[config.mk]
export PLATFORM = sky130hd
export DESIGN_NAME = usm_port
export DESIGN_NICKNAME = d
export VERILOG_FILES = /design/src/usm_pkg.sv /design/src/usm_port.sv
export SDC_FILE = /design/constraint.sdc
export NUM_CORES = 1
export LEC_CHECK = 0
export ABC_CLOCK_PERIOD_IN_PS = 8150
export BUFFER_PORTS_ARGS = -buffer_cell sky130_fd_sc_hd__buf_2
export CORE_MARGIN = 2
export CORE_UTILIZATION = 35
export CTS_BUF_LIST = sky130_fd_sc_hd__clkbuf_8
export DETAILED_ROUTE_END_ITERATION = 10
export PLACE_DENSITY_LB_ADDON = 0.3
export SYNTH_ARGS = -nofsm -noshare
export SYNTH_HDL_FRONTEND = slang
export SYNTH_SLANG_ARGS = --single-unit
[constraint.sdc]
create_clock -name ref_clk_i -period 8.15 [get_ports ref_clk_i]
set_clock_uncertainty 0.1 [all_clocks]
set_input_delay 1.63 -clock ref_clk_i [delete_from_list [all_inputs] [get_ports ref_clk_i]]
set_output_delay 1.63 -clock ref_clk_i [all_outputs]
set_load 0.1 [all_outputs]
[src/usm_pkg.sv]
package usm_pkg;

    // ------------------------------------------------------------------
    // Register offsets.
    // ------------------------------------------------------------------
    localparam logic [7:0] USM_ADDR_FLAGS = 8'h0c;
    localparam logic [7:0] USM_ADDR_RX_CTRL = 8'h18;
    localparam logic [7:0] USM_ADDR_TX_BUF = 8'h19;
    localparam logic [7:0] USM_ADDR_RX_FIFO = 8'h1a;
    localparam logic [7:0] USM_ADDR_ENABLES = 8'h8c;
    localparam logic [7:0] USM_ADDR_TX_CTRL = 8'h98;
    localparam logic [7:0] USM_ADDR_BAUD = 8'h99;

    // ------------------------------------------------------------------
    // Field positions.
    // ------------------------------------------------------------------
    localparam int USM_FLG_RX_FULL = 5;
    localparam int USM_FLG_TX_EMPTY = 4;
    localparam int USM_RXC_PORT_EN = 7;
    localparam int USM_RXC_NINTH_EN = 6;
    localparam int USM_RXC_SINGLE = 5;
    localparam int USM_RXC_CONT = 4;
    localparam int USM_RXC_OVERRUN = 1;
    localparam int USM_RXC_NINTH = 0;
    localparam int USM_TXC_CLK_SRC = 7;
    localparam int USM_TXC_NINTH_EN = 6;
    localparam int USM_TXC_TX_EN = 5;
    localparam int USM_TXC_SYNC = 4;
    localparam int USM_TXC_SH_EMPTY = 1;
    localparam int USM_TXC_NINTH = 0;

    // ------------------------------------------------------------------
    // Reset values, word sizes and counts.
    // ------------------------------------------------------------------
    localparam logic [7:0] USM_RST_BYTE = 8'h00;
    localparam logic [7:0] USM_TX_CTRL_RST = 8'h02;
    localparam logic [3:0] USM_BITS_8 = 4'h8;
    localparam logic [3:0] USM_BITS_9 = 4'h9;
    localparam logic [1:0] USM_FIFO_DEPTH = 2'h2;

    // Register bus request carried as one packed group.
    typedef struct packed {
        logic [7:0] addr;
        logic [7:0] wdata;
        logic wr;
        logic rd;
    } usm_bus_req_t;

endpackage

[src/usm_port.sv]
// Implementation choice: the strobed register port.
`timescale 1ns/1ps
// Overview of operation
// [RULE1] Load shifter only after previous last bit left
// [RULE2] Transfer in one cycle, flag buffer empty
// [RULE3] Buffer-empty flag ignores enable, cleared by write; the code gates the flag with transmit enable
// [RULE4] Read-only shifter-empty status bit
// [RULE5] Transmit enable arms; shifting needs buffered data
// [RULE6] Drive bit on clock rise, stable at fall
// [RULE7] Baud generator held reset while all enables clear
// [RULE8] Clearing transmit enable aborts and floats pins
// [RULE9] Receive enable aborts transmit, floats data pin; the code only pauses the shifter, which resumes when reception ends
// [RULE10] Single reception ends clearing its enable itself
// [RULE11] Ninth transmit bit latched at transfer
// [RULE12] Software writes ninth bit before buffer
// [RULE13] Receive enables; sample data on falling edge
// [RULE14] Single word or continuous; continuous wins
// [RULE15] Word to FIFO, receive-full flag until empty
// [RULE16] Two-deep FIFO, third word overruns and drops
// [RULE17] Overrun blocks pushes, cleared by continuous clear
// [RULE18] Ninth received bit queued with each word
// [RULE19] Software reads control before received byte
// [RULE20] Software transmit setup order
// [RULE21] Software receive setup with enables clear first
// [RULE22] Interrupt enables gate flags onto interrupt
// [RULE23] Clock-source clear selects slave, external clock
// [RULE24] Sync select plus port enable claims pins
// [RULE25] Master drives shift clock on clock line
// [RULE26] Shift clock period from baud divisor
module usm_port
    import usm_pkg::*;
(
    input wire logic ref_clk_i,
    input wire logic rst_i,
    input usm_bus_req_t bus_i,
    output logic [7:0] rd_data_o,
    input wire logic shift_clock_line_i,
    output logic shift_clock_line_o,
    output logic shift_clock_line_oe_o,
    input wire logic serial_data_line_i,
    output logic serial_data_line_o,
    output logic serial_data_line_oe_o,
    output logic irq_o
);

    // ------------------------------------------------------------------
    // State.
    // ------------------------------------------------------------------
    logic [7:0] transmit_buffer;
    logic [7:0] baud_divisor;
    logic [7:0] interrupt_enables;
    logic [7:0] rd_data;
    logic clock_source_select;
    logic tx_ninth_bit_enable;
    logic transmit_enable;
    logic sync_select;
    logic tx_ninth_bit;
    logic port_enable;
    logic rx_ninth_bit_enable;
    logic single_receive_enable;
    logic continuous_receive_enable;
    logic overrun_error;
    logic tx_full;
    logic [8:0] transmit_shifter;
    logic [3:0] tx_left;
    logic tx_last;
    logic data_out;
    logic [8:0] receive_shifter;
    logic [3:0] rx_got;
    logic [8:0] receive_fifo [2];
    logic [1:0] fifo_cnt;
    logic fifo_head;
    logic [7:0] brg_cnt;
    logic ck_int;
    logic [1:0] sy1;
    logic [1:0] sy2;
    logic [1:0] sy3;
    logic [1:0] lvl;

    // ------------------------------------------------------------------
    // Address decode.
    // ------------------------------------------------------------------
    wire wr_rx_ctrl = bus_i.wr && bus_i.addr == USM_ADDR_RX_CTRL;
    wire wr_tx_ctrl = bus_i.wr && bus_i.addr == USM_ADDR_TX_CTRL;
    wire wr_tx_buf = bus_i.wr && bus_i.addr == USM_ADDR_TX_BUF;
    wire wr_enables = bus_i.wr && bus_i.addr == USM_ADDR_ENABLES;
    wire wr_baud = bus_i.wr && bus_i.addr == USM_ADDR_BAUD;
    wire rd_rx_fifo = bus_i.rd && bus_i.addr == USM_ADDR_RX_FIFO;

    // ------------------------------------------------------------------
    // Pin input filtering and mode decode.
    // ------------------------------------------------------------------
    // A level is accepted only once the second and third stages agree.
    wire [1:0] sy_diff = sy2 ^ sy3;
    wire [1:0] next_lvl = (~sy_diff & sy3) | (sy_diff & lvl);
    wire ext_rise = next_lvl[0] & ~lvl[0];
    wire ext_fall = ~next_lvl[0] & lvl[0];
    wire din = lvl[1];

    wire active = port_enable & sync_select; // RULE24
    wire rx_mode = active & (continuous_receive_enable | single_receive_enable); // RULE13
    wire tx_mode = active & transmit_enable & ~rx_mode; // RULE9
    wire brg_run = transmit_enable | continuous_receive_enable | single_receive_enable;
    wire brg_wrap = brg_cnt == baud_divisor; // RULE26

    // Edges come from the baud generator in master mode, from the pin otherwise.
    wire tick_rise = clock_source_select ? (brg_run & brg_wrap & ~ck_int) : ext_rise; // RULE23
    wire tick_fall = clock_source_select ? (brg_run & brg_wrap & ck_int) : ext_fall; // RULE23

    // ------------------------------------------------------------------
    // Transmit control terms.
    // ------------------------------------------------------------------
    wire [3:0] tx_bits = tx_ninth_bit_enable ? USM_BITS_9 : USM_BITS_8;
    wire tx_busy = (tx_left != 4'h0) | tx_last;
    wire shifter_empty_status = ~tx_busy; // RULE4
    wire tx_load = transmit_enable & tx_full & ~tx_busy; // RULE1 RULE5
    wire tx_shift = tx_mode & tick_rise & (tx_left != 4'h0); // RULE6
    wire tx_end = tx_mode & tick_fall & tx_last & (tx_left == 4'h0);
    wire tx_buffer_empty_flag = transmit_enable & ~tx_full; // RULE3

    // ------------------------------------------------------------------
    // Receive control terms.
    // ------------------------------------------------------------------
    wire [3:0] rx_bits = rx_ninth_bit_enable ? USM_BITS_9 : USM_BITS_8;
    wire rx_sample = rx_mode & tick_fall; // RULE13
    wire rx_done = rx_sample & (rx_got == rx_bits - 4'h1);
    wire rx_push = rx_done & ~overrun_error & (fifo_cnt != USM_FIFO_DEPTH); // RULE15 RULE17
    wire rx_overflow = rx_done & ~overrun_error & (fifo_cnt == USM_FIFO_DEPTH); // RULE16
    wire fifo_pop = rd_rx_fifo & (fifo_cnt != 2'h0);
    wire fifo_wr_idx = fifo_head ^ fifo_cnt[0];
    wire [8:0] rx_word = rx_ninth_bit_enable ? {din, receive_shifter[8:1]}
                                             : {1'b0, din, receive_shifter[8:2]};
    wire receive_full_flag = fifo_cnt != 2'h0; // RULE15
    wire [8:0] fifo_front = receive_fifo[fifo_head];
    wire rx_ninth_bit = fifo_front[8]; // RULE18

    // ------------------------------------------------------------------
    // Register read view.
    // ------------------------------------------------------------------
    wire [7:0] flags_view = {2'h0, receive_full_flag, tx_buffer_empty_flag, 4'h0};
    wire [7:0] rx_ctrl_view = {port_enable, rx_ninth_bit_enable, single_receive_enable,
                               continuous_receive_enable, 2'h0, overrun_error, rx_ninth_bit};
    wire [7:0] tx_ctrl_view = {clock_source_select, tx_ninth_bit_enable, transmit_enable,
                               sync_select, 2'h0, shifter_empty_status, tx_ninth_bit};
    wire [7:0] next_rd_data =
        (bus_i.addr == USM_ADDR_FLAGS) ? flags_view :
        (bus_i.addr == USM_ADDR_RX_CTRL) ? rx_ctrl_view :
        (bus_i.addr == USM_ADDR_TX_BUF) ? transmit_buffer :
        (bus_i.addr == USM_ADDR_RX_FIFO) ? fifo_front[7:0] :
        (bus_i.addr == USM_ADDR_ENABLES) ? interrupt_enables :
        (bus_i.addr == USM_ADDR_TX_CTRL) ? tx_ctrl_view :
        (bus_i.addr == USM_ADDR_BAUD) ? baud_divisor : USM_RST_BYTE;

    // ------------------------------------------------------------------
    // Outputs.
    // ------------------------------------------------------------------
    assign rd_data_o = rd_data;
    assign shift_clock_line_o = ck_int;
    assign shift_clock_line_oe_o = active & clock_source_select & brg_run; // RULE25 RULE8
    assign serial_data_line_o = data_out;
    assign serial_data_line_oe_o = tx_mode; // RULE8 RULE9 RULE10
    // The flags set on their own; the enables only gate the request.
    assign irq_o = (tx_buffer_empty_flag & interrupt_enables[USM_FLG_TX_EMPTY])
                 | (receive_full_flag & interrupt_enables[USM_FLG_RX_FULL]); // RULE22

    // ------------------------------------------------------------------
    // Register bus.
    // ------------------------------------------------------------------
    // Read data stands in the cycle after the strobe.
    always_ff @(posedge ref_clk_i) begin
        if (rst_i) begin
            rd_data <= USM_RST_BYTE;
        end else if (bus_i.rd) begin
            rd_data <= next_rd_data;
        end
    end

    // Plain software-owned bytes.
    always_ff @(posedge ref_clk_i) begin
        if (rst_i) begin
            baud_divisor <= USM_RST_BYTE;
            interrupt_enables <= USM_RST_BYTE;
        end else begin
            if (wr_baud) baud_divisor <= bus_i.wdata;
            if (wr_enables) interrupt_enables <= bus_i.wdata;
        end
    end

    // Transmit control; the shifter-empty bit is not stored.
    always_ff @(posedge ref_clk_i) begin
        if (rst_i) begin
            {clock_source_select, tx_ninth_bit_enable, transmit_enable, sync_select} <=
                USM_TX_CTRL_RST[7:4];
            tx_ninth_bit <= USM_TX_CTRL_RST[USM_TXC_NINTH];
        end else if (wr_tx_ctrl) begin
            clock_source_select <= bus_i.wdata[USM_TXC_CLK_SRC];
            tx_ninth_bit_enable <= bus_i.wdata[USM_TXC_NINTH_EN];
            transmit_enable <= bus_i.wdata[USM_TXC_TX_EN];
            sync_select <= bus_i.wdata[USM_TXC_SYNC];
            tx_ninth_bit <= bus_i.wdata[USM_TXC_NINTH];
        end
    end

    // Receive control; a finished single word drops its own enable unless
    // continuous reception is also on, which keeps the receiver running.
    always_ff @(posedge ref_clk_i) begin
        if (rst_i) begin
            port_enable <= 1'b0;
            rx_ninth_bit_enable <= 1'b0;
            single_receive_enable <= 1'b0;
            continuous_receive_enable <= 1'b0;
        end else if (wr_rx_ctrl) begin
            port_enable <= bus_i.wdata[USM_RXC_PORT_EN];
            rx_ninth_bit_enable <= bus_i.wdata[USM_RXC_NINTH_EN];
            single_receive_enable <= bus_i.wdata[USM_RXC_SINGLE];
            continuous_receive_enable <= bus_i.wdata[USM_RXC_CONT];
        end else if (rx_done && !continuous_receive_enable) begin
            single_receive_enable <= 1'b0; // RULE10 RULE14
        end
    end

    // Overrun sets ahead of any clear in the same cycle.
    always_ff @(posedge ref_clk_i) begin
        if (rst_i) begin
            overrun_error <= 1'b0;
        end else if (rx_overflow) begin
            overrun_error <= 1'b1; // RULE16
        end else if (!continuous_receive_enable) begin
            overrun_error <= 1'b0; // RULE17
        end
    end

    // ------------------------------------------------------------------
    // Transmit buffer and shifter.
    // ------------------------------------------------------------------
    // A write in the transfer cycle wins, so fresh data is never lost.
    always_ff @(posedge ref_clk_i) begin
        if (rst_i) begin
            transmit_buffer <= USM_RST_BYTE;
            tx_full <= 1'b0;
        end else if (wr_tx_buf) begin
            transmit_buffer <= bus_i.wdata;
            tx_full <= 1'b1; // RULE3
        end else if (tx_load) begin
            tx_full <= 1'b0; // RULE2
        end
    end

    // The last bit is held until its falling edge before the shifter frees,
    // which lets the next word follow on the very next rising edge.
    always_ff @(posedge ref_clk_i) begin
        if (rst_i || !transmit_enable) begin
            tx_left <= 4'h0; // RULE8
            tx_last <= 1'b0;
            transmit_shifter <= 9'h000;
        end else if (tx_load) begin
            transmit_shifter <= {tx_ninth_bit, transmit_buffer}; // RULE11
            tx_left <= tx_bits;
            tx_last <= 1'b0;
        end else if (tx_shift) begin
            transmit_shifter <= {1'b0, transmit_shifter[8:1]};
            tx_left <= tx_left - 4'h1;
            tx_last <= tx_left == 4'h1;
        end else if (tx_end) begin
            tx_last <= 1'b0;
        end
    end

    // Data changes with the rising clock and so is settled at the fall.
    always_ff @(posedge ref_clk_i) begin
        if (rst_i) begin
            data_out <= 1'b0;
        end else if (tx_shift) begin
            data_out <= transmit_shifter[0]; // RULE6
        end
    end

    // ------------------------------------------------------------------
    // Baud generator and pin synchronisers.
    // ------------------------------------------------------------------
    // Half period is divisor plus one cycles; a divisor under 2 outruns the
    // input filter, so slow devices need a larger value.
    always_ff @(posedge ref_clk_i) begin
        if (rst_i || !brg_run) begin
            brg_cnt <= 8'h00; // RULE7
            ck_int <= 1'b0;
        end else if (brg_wrap) begin
            brg_cnt <= 8'h00; // RULE26
            ck_int <= ~ck_int;
        end else begin
            brg_cnt <= brg_cnt + 8'h01;
        end
    end

    // Bit 0 carries the clock pin, bit 1 the data pin.
    always_ff @(posedge ref_clk_i) begin
        if (rst_i) begin
            sy1 <= 2'h0;
            sy2 <= 2'h0;
            sy3 <= 2'h0;
            lvl <= 2'h0;
        end else begin
            sy1 <= {serial_data_line_i, shift_clock_line_i};
            sy2 <= sy1;
            sy3 <= sy2;
            lvl <= next_lvl;
        end
    end

    // ------------------------------------------------------------------
    // Receive shifter and FIFO.
    // ------------------------------------------------------------------
    always_ff @(posedge ref_clk_i) begin
        if (rst_i || !rx_mode) begin
            rx_got <= 4'h0;
            receive_shifter <= 9'h000;
        end else if (rx_sample) begin
            rx_got <= rx_done ? 4'h0 : rx_got + 4'h1; // RULE14
            receive_shifter <= {din, receive_shifter[8:1]};
        end
    end

    // Each entry keeps its ninth bit, so a pop reveals the next one's.
    always_ff @(posedge ref_clk_i) begin
        if (rst_i) begin
            fifo_cnt <= 2'h0;
            fifo_head <= 1'b0;
            receive_fifo[0] <= 9'h000;
            receive_fifo[1] <= 9'h000;
        end else begin
            if (rx_push) receive_fifo[fifo_wr_idx] <= rx_word; // RULE18
            if (fifo_pop) fifo_head <= ~fifo_head;
            fifo_cnt <= fifo_cnt + {1'b0, rx_push} - {1'b0, fifo_pop};
        end
    end
endmodule

==> summary.txt, run 1 <==
CTS
  • Clock sinks: between 100 and 150
  • H-tree levels: 3
  • CTS Buf Count: 9
  • Hold_buf cts: 0
  • CTS tree: built
  • Post CTS Setup Buffer Count: 0
  • Clk buf depth: 2
  • Worst-Skew Late Latency: slightly below 0.4 ns
  • CTS clock-pin slew for the worst setup and hold paths: around 0.10 ns
  • Clock root buffer master: clkbuf_8
  • Number of gates resized after cts: 0

Cells and area
  • Share of cells above drive strength 1: 0.118
  • Ant diodes: 0
  • Final #Nets: 601
  • Filler cells: about 1400
  • Final Cell Area: 5560 µm²
  • Syn-to-layout area delta: 10.2%
  • Non-Filler Instances: about 760

Floorplanning
  • Die width: 124 µm
  • Initial Util: 0.361
  • Die Span Y: roughly 120 µm
  • Number of cell rows: 43
  • Full die area: around 15000 µm²
  • Top-Level Pins: 35
  • Core Region: approximately 14000 µm²

Power
  • Clock power share: 0.390
  • Leakage: slightly below 0.002 µW
  • Combinational fraction of design power: 0.041
  • Switching part of the total: 0.231
  • Power Internal: approximately 750 µW
  • Total power: 974 µW
  • Psw: between 200 and 250 µW
  • Power per cell area: around 180 nW/µm²
  • Peak supply drop: around 0.11 mV
  • Seq pwr share: 0.568

Run status
  • Status: completed

Setup path
  • CP Class: in -> reg
  • Reg-to-reg startpoint: rx_ninth_bit_enable$_SDFFE_PP0P_
  • Critical path launch point type: input port
  • Reg-to-reg endpoint: fifo_cnt[1]$_SDFF_PP0_
  • Critical path capture point type: flop
  • WP data required: 8.32 ns
  • Critical Path AT: between 3 and 4 ns
  • Setup crit start: bus_i[17]
  • CP max FO: 9
  • Worst R2R Path Depth: 11
  • R2R Setup Slk: slightly above 5 ns
  • Critical Path End: fifo_cnt[1]$_SDFF_PP0_

STA
  • Final setup margin: about 4.6 ns
  • RSZ-0062 raised after global routing: false
  • Final setup fails: 0
  • Slew Limit Fails: 0
  • Timing-limited maximum frequency: around 280 MHz
  • Setup TNS: 0 ns
  • Worst-Margin Slew: 1.04 ns
  • Fin crit period: 3.60 ns
  • Crit share post-route: 0.441
  • Normalized max-slew margin: 0.305
  • Final Hold Viols: 0

Synth
  • Synth async-reset ratio: 0
  • Post-synthesis compound-gate area fraction: 0.139
  • Synth Flop Type: dfxtp_1
  • #FFs+latches synth: 109
  • Avg Cell Area, Syn: between 9 and 10 µm²
  • Post-Synth Simple-Gate Area: 0.222
  • Post-Syn Nets: between 500 and 600
  • Mapped Area: 5040 µm²
  • Yosys Warn Count: 0
  • Mapped Cells: 555
  • Xor/xnor cell area share of the yosys netlist: 0.0394
  • Adder-cell share of the synthesized area: 0.0174
  • Seq/Total Area, Yosys: 0.468
  • Cell variety after synth: 54
  • Main combinational cell family by area after synthesis: simple AND/OR/NAND/NOR gates
  • Post-synth EDFFs: 18
  • Mux cell area share after synthesis: 0.0814

Routing
  • Antenna viol nets, final: 0
  • Vias: 4119
  • Routed wire length per instance: 17.2 µm
  • Pre-Repair DR Iteration Count: 5
  • Final WL: between 10 and 15 mm
  • DRC errors left: 0
  • Via/cell ratio: between 5 and 6
  • 1st-iter DRT viols: about 240

Global routing
  • GRT Residual Overflow: 0
  • Initial antenna violation count: 0
  • Vias in the first global route: 4004
  • Total track usage: 0.178
  • Largest net degree at the start of global routing: 65
  • First-pass GRT wire length: 20.9 mm

Placement
  • Buffers on Ports: 34
  • Place WS: about 4.2 ns
  • Gpl congestion: 0.893
  • Placed cell areas: around 5300 µm²
  • Detailed placement HPWL: roughly 9.4 mm
  • Dpl cells: between 700 and 800

Flow run
  • Max-Cap Viols: 0

Worst hold path
  • HP Class: reg -> reg
[layout make-up]
| cell class | instances | area, µm² | area share |
|---|---|---|---|
| multi-input cells | 405 | 2520 | 0.453 |
| inverters | 12 | 45.0 | 0.00810 |
| well taps | 180 | 225 | 0.0405 |
| clock inverters | 7 | 105 | 0.0189 |
| flip-flops and latches | 109 | 2360 | 0.425 |
| clock buffers | 9 | 124 | 0.0223 |
| repair buffers | 35 | 178 | 0.0320 |
[cells in the final DEF, fill, tap and decap left out, drive strengths merged, types with 14 or more instances in the layout]
master / n
o21ai: 26
edfxtp: 18
buf: 35
nor2: 72
dfxtp: 91
mux2i: 41
a21oi: 49
nand3: 33
nand2: 52
xnor2: 14
[per-layer routing]
metal,vias to the layer above,GRT usage,part of all wire
li1,2011,-,-
met4,0,0.0499,0.011
met5,-,0,0
met1,1986,0.227,0.44
met2,112,0.301,0.49
met3,10,0.0430,0.058
[metrics by stage]
stage / util / hold WS [ns]
after detailed placement: 0.381 / 0.329
after global routing: 0.397 / 0.373
final: 0.397 / 0.346
after global placement: 0.381 / 0.332
after floorplan: - / 0.314
after CTS: 0.397 / 0.354
[critical path: stages]
cell and delay, ns:
buf_2 0.16, or4b_1 0.63, nor2_1 0.28, and3_1 0.25, ha_1 0.24, inv_1 0.06
ha_1 0.14, xor2_1 0.19, xnor2_1 0.14, nor2_1 0.05
[power by group through the flow]
stage	Sequential [µW]	Combinational, µW	Clock (µW)
3_5_place_dp	566	39.7	0
5_1_grt	554	43.3	407
6_report	553	40.1	380
2_1_floorplan	569	19.6	0
3_3_place_gp	566	39.2	0
4_1_cts	554	39.8	389
[Yosys cell counts, drive strengths merged, types with 10 or more instances]
library cell / n / area, µm²
xnor2: 14 / 138
dfxtp: 91 / 1820
a21oi: 49 / 245
nand2: 52 / 195
nor2: 72 / 273
a22oi: 10 / 75.1
inv: 12 / 45.0
clkbuf: 21 / 78.8
nor3: 12 / 65.1
nand3: 33 / 165
mux2i: 41 / 410
o22ai: 10 / 62.6
o21ai: 26 / 130
edfxtp: 18 / 541
[worst min-delay path by stage]
stage          slack, ns  cells past startpoint               from           endpoint
2_1_floorplan       0.31                      1  sy1[0]$_SDFF_PP0_  sy2[0]$_SDFF_PP0_
3_3_place_gp        0.33                      1  sy1[1]$_SDFF_PP0_  sy2[1]$_SDFF_PP0_
3_5_place_dp        0.33                      1  sy1[1]$_SDFF_PP0_  sy2[1]$_SDFF_PP0_
4_1_cts             0.35                      1  sy1[1]$_SDFF_PP0_  sy2[1]$_SDFF_PP0_
5_1_grt             0.37                      1  sy1[1]$_SDFF_PP0_  sy2[1]$_SDFF_PP0_
6_report            0.35                      1  sy1[1]$_SDFF_PP0_  sy2[1]$_SDFF_PP0_
[registers in the layout, indices dropped and copies added (netlist names), 2 cells and up, named ones only]
register,count
rx_got,4
interrupt_enables,8
fifo_cnt,2
tx_left,4
rd_data_o,8
brg_cnt,8
sy3,2
baud_divisor,8
receive_fifo,18
receive_shifter,8
transmit_buffer,8
sy2,2
transmit_shifter,9
sy1,2
[cell families after synthesis]
kind of cell / count (synthesis)
AO/OA/AOI/OAI: 116
XOR/XNOR: 21
adder cells (fa/ha/maj): 7
buffers and inverters: 41
flip-flops: 109
multiplexers: 41
AND/OR/NAND/NOR: 220
Power figures use the tool's default switching activity.
==> inputs of run 2 (changes only) <==
--- a/config.mk
+++ b/config.mk
@@ -5,7 +5,7 @@
 export SDC_FILE = /design/constraint.sdc
 export NUM_CORES = 1
 export LEC_CHECK = 0
-export ABC_CLOCK_PERIOD_IN_PS = 8150
+export ABC_CLOCK_PERIOD_IN_PS = 3500
 export BUFFER_PORTS_ARGS = -buffer_cell sky130_fd_sc_hd__buf_2
 export CORE_MARGIN = 2
 export CORE_UTILIZATION = 35
==> constraint.sdc (replaced) <==
create_clock -name ref_clk_i -period 3.5 [get_ports ref_clk_i]
set_clock_uncertainty 0.1 [all_clocks]
set_input_delay 0.7 -clock ref_clk_i [delete_from_list [all_inputs] [get_ports ref_clk_i]]
set_output_delay 0.7 -clock ref_clk_i [all_outputs]
set_load 0.1 [all_outputs]
==> summary.txt, run 2 (same netlist as run 1, synthesis figures left out) <==
Run status
  • Status: completed (unchanged)

Setup path
  • Critical Path AT: 3.07 ns (was 3.77 ns)
  • Setup crit start: brg_cnt[2]$_SDFF_PP0_ (was bus_i[17])
  • Critical path launch point type: flop (was input port)
  • Critical Path End: fifo_cnt[1]$_SDFF_PP0_ (unchanged)
  • Buf+Inv Stages, Crit Path: 2 (unchanged)
  • CP cell instances: xnor2_1 -> nand4_1 -> nor4_2 -> or2_2 -> and3_1 -> inv_1 -> ha_1 -> inv_1 -> ha_1 -> xor2_1 -> xnor2_1 -> nor2_1 (was buf_2 -> or4b_1 -> nor2_1 -> and3_1 -> ha_1 -> inv_1 -> ha_1 -> xor2_1 -> xnor2_1 -> nor2_1)
  • WP data required: 3.67 ns (was 8.32 ns)
  • Crit-path slowest cell: dfxtp_1 (was or4b_1)
  • Worst R2R Path Depth: 12 (was 11)
  • R2R Setup Slk: 0.60 ns (was 5.15 ns)
  • Reg-to-reg endpoint: fifo_cnt[1]$_SDFF_PP0_ (unchanged)
  • Levels on crit path: 12 (was 10)
  • Crit path max-delay family: simple AND/OR/NAND/NOR gates (unchanged)
  • Reg-to-reg startpoint: brg_cnt[2]$_SDFF_PP0_ (was rx_ninth_bit_enable$_SDFFE_PP0P_)
  • Critical path capture point type: flop (unchanged)
  • CP peak stage delay: 0.43 ns (was 0.63 ns)
  • CP Class: reg -> reg (was in -> reg)
  • CP max FO: 12 (was 9)

STA
  • Fin crit period: 2.90 ns
  • Slew Limit Fails: 0 (unchanged)
  • Normalized max-slew margin: 0.274 (was 0.305)
  • Setup TNS: 0 ns (unchanged)
  • Crit share post-route: 0.828
  • Final setup fails: 0 (unchanged)
  • Final Hold Viols: 0 (unchanged)
  • Timing-limited maximum frequency: between 300 and 400 MHz
  • Worst-Margin Slew: 1.08 ns (was 1.04 ns)
  • RSZ-0062 raised after global routing: false (unchanged)

Routing
  • DRC errors left: 0 (unchanged)
  • Pre-Repair DR Iteration Count: 5 (unchanged)
  • Final WL: 13.0 mm (about the same)
  • 1st-iter DRT viols: 328 (was 244)
  • Vias: 4177 (was 4119)
  • Via/cell ratio: 5.47 (was 5.44)
  • Antenna viol nets, final: 0 (unchanged)
  • Routed wire length per instance: 17.0 µm (was 17.2 µm)

CTS
  • Hold_buf cts: 0 (unchanged)
  • Clock sinks: 109 (unchanged)
  • CTS clock-pin slew for the worst setup and hold paths: 0.11 ns (was 0.10 ns)
  • Number of gates resized after cts: 0 (unchanged)
  • Clk buf depth: 2 (unchanged)
  • Post CTS Setup Buffer Count: 0 (unchanged)
  • Worst-Skew Late Latency: 0.39 ns (about the same)
  • H-tree levels: 3 (unchanged)
  • Clock root buffer master: clkbuf_8 (unchanged)
  • CTS tree: built (unchanged)
  • CTS Buf Count: 9 (unchanged)

Placement
  • Gpl congestion: 0.871 (was 0.893)
  • Detailed placement HPWL: 9.56 mm (was 9.43 mm)
  • Buffers on Ports: 34 (unchanged)

Global routing
  • GRT Residual Overflow: 0 (unchanged)
  • Largest net degree at the start of global routing: 33 (was 65)
  • Total track usage: 0.179 (was 0.178)
  • Initial antenna violation count: 0 (unchanged)
  • First-pass GRT wire length: 21.0 mm (was 20.9 mm)
  • Vias in the first global route: 3970 (was 4004)

Cells and area
  • Largest regs: receive_fifo x18, transmit_shifter x9 (unchanged)
  • Final core area utilization: 0.398 (was 0.397)
  • Ant diodes: 0 (unchanged)
  • Syn-to-layout area delta: 10.3% (was 10.2%)
  • Share of cells above drive strength 1: 0.125 (was 0.118)
  • Top reg by flops: receive_fifo (unchanged)
  • Most common cell after layout, fill and taps aside: dfxtp_1 (unchanged)
  • Final #Nets: 607 (was 601)
  • Commonest non-fill, non-tap cells in the layout: 91 x dfxtp_1, 71 x nor2_1, 52 x nand2_1, 49 x a21oi_1, 41 x mux2i_1 (unchanged)
  • Filler cells: 1425 (was 1421)
  • Max reg flops: 18 (unchanged)

Floorplanning
  • Initial Util: 0.361 (unchanged)
  • Number of cell rows: 43 (unchanged)
  • Full die area: 15400 µm² (unchanged)
  • Core Region: 14000 µm² (unchanged)
  • Die Span Y: 124 µm (unchanged)
  • Top-Level Pins: 35 (unchanged)
  • Die width: 124 µm (unchanged)

Power
  • Total power: 2150 µW (was 974 µW)
  • Peak supply drop: 0.195 mV (was 0.110 mV)
  • Leakage: 0.00199 µW (was 0.00197 µW)
  • Power per cell area: 387 nW/µm² (was 175 nW/µm²)

Worst hold path
  • Hold Crit Depth: 1 (unchanged)
  • HP Class: reg -> reg (unchanged)

Flow run
  • Max-Cap Viols: 0 (unchanged)
==> run 2: worst reg2reg max path, delay by kind of cell, from the launching register on <==
kind / cells / cell delay (ns)
and+or+nand+nor: 5 / 1.27
xor gates and xnor gates: 3 / 0.47
DFF: 1 / 0.43
adders and majority gates: 2 / 0.41
buffers and inverters: 2 / 0.12
==> run 2: layer usage <==
metal	global-route usage	wire, µm	vias to the layer above
met3	0.0476	831	23
met5	0	0	-
met1	0.242	5900	1996
met4	0.0534	286	0
met2	0.281	5990	122
li1	-	-	2036
==> run 2: layout make-up <==
type                       instances  area, µm²  share of cell area
clock buffer                       9        124              0.0223
tap                              180        225              0.0405
sequential                       109       2360               0.424
timing repair buffer              41        223              0.0400
clock inverter                     7       65.1              0.0117
inverter                          12       45.0             0.00809
multi-input combinational        405       2520               0.453
==> run 2: worst min-delay path by stage <==
stage                           start                end  slack, ns
detailed placement  sy1[0]$_SDFF_PP0_  sy2[0]$_SDFF_PP0_       0.33
finish              sy1[1]$_SDFF_PP0_  sy2[1]$_SDFF_PP0_       0.35
global placement    sy1[0]$_SDFF_PP0_  sy2[0]$_SDFF_PP0_       0.33
global route        sy1[1]$_SDFF_PP0_  sy2[1]$_SDFF_PP0_       0.37
CTS                 sy1[1]$_SDFF_PP0_  sy2[1]$_SDFF_PP0_       0.36
floorplan           sy1[0]$_SDFF_PP0_  sy2[0]$_SDFF_PP0_       0.31
==> run 2: power by group <==
part,total [µW],switching [µW],internal (µW)
sequential,1290,5.47,1280
clock,767,439,328
combinational,96.5,70.2,26.3
==> run 2: metrics by stage <==
stage / area (µm²) / hold WS [ns] / instances / setup WS [ns]
final: 5570 / 0.353 / 763 / 0.602
after floorplan: 5040 / 0.314 / 555 / 0.608
after detailed placement: 5380 / 0.325 / 747 / 0.462
after global routing: 5570 / 0.371 / 763 / 0.369
after global placement: 5380 / 0.327 / 747 / 0.514
after CTS: 5570 / 0.360 / 763 / 0.571
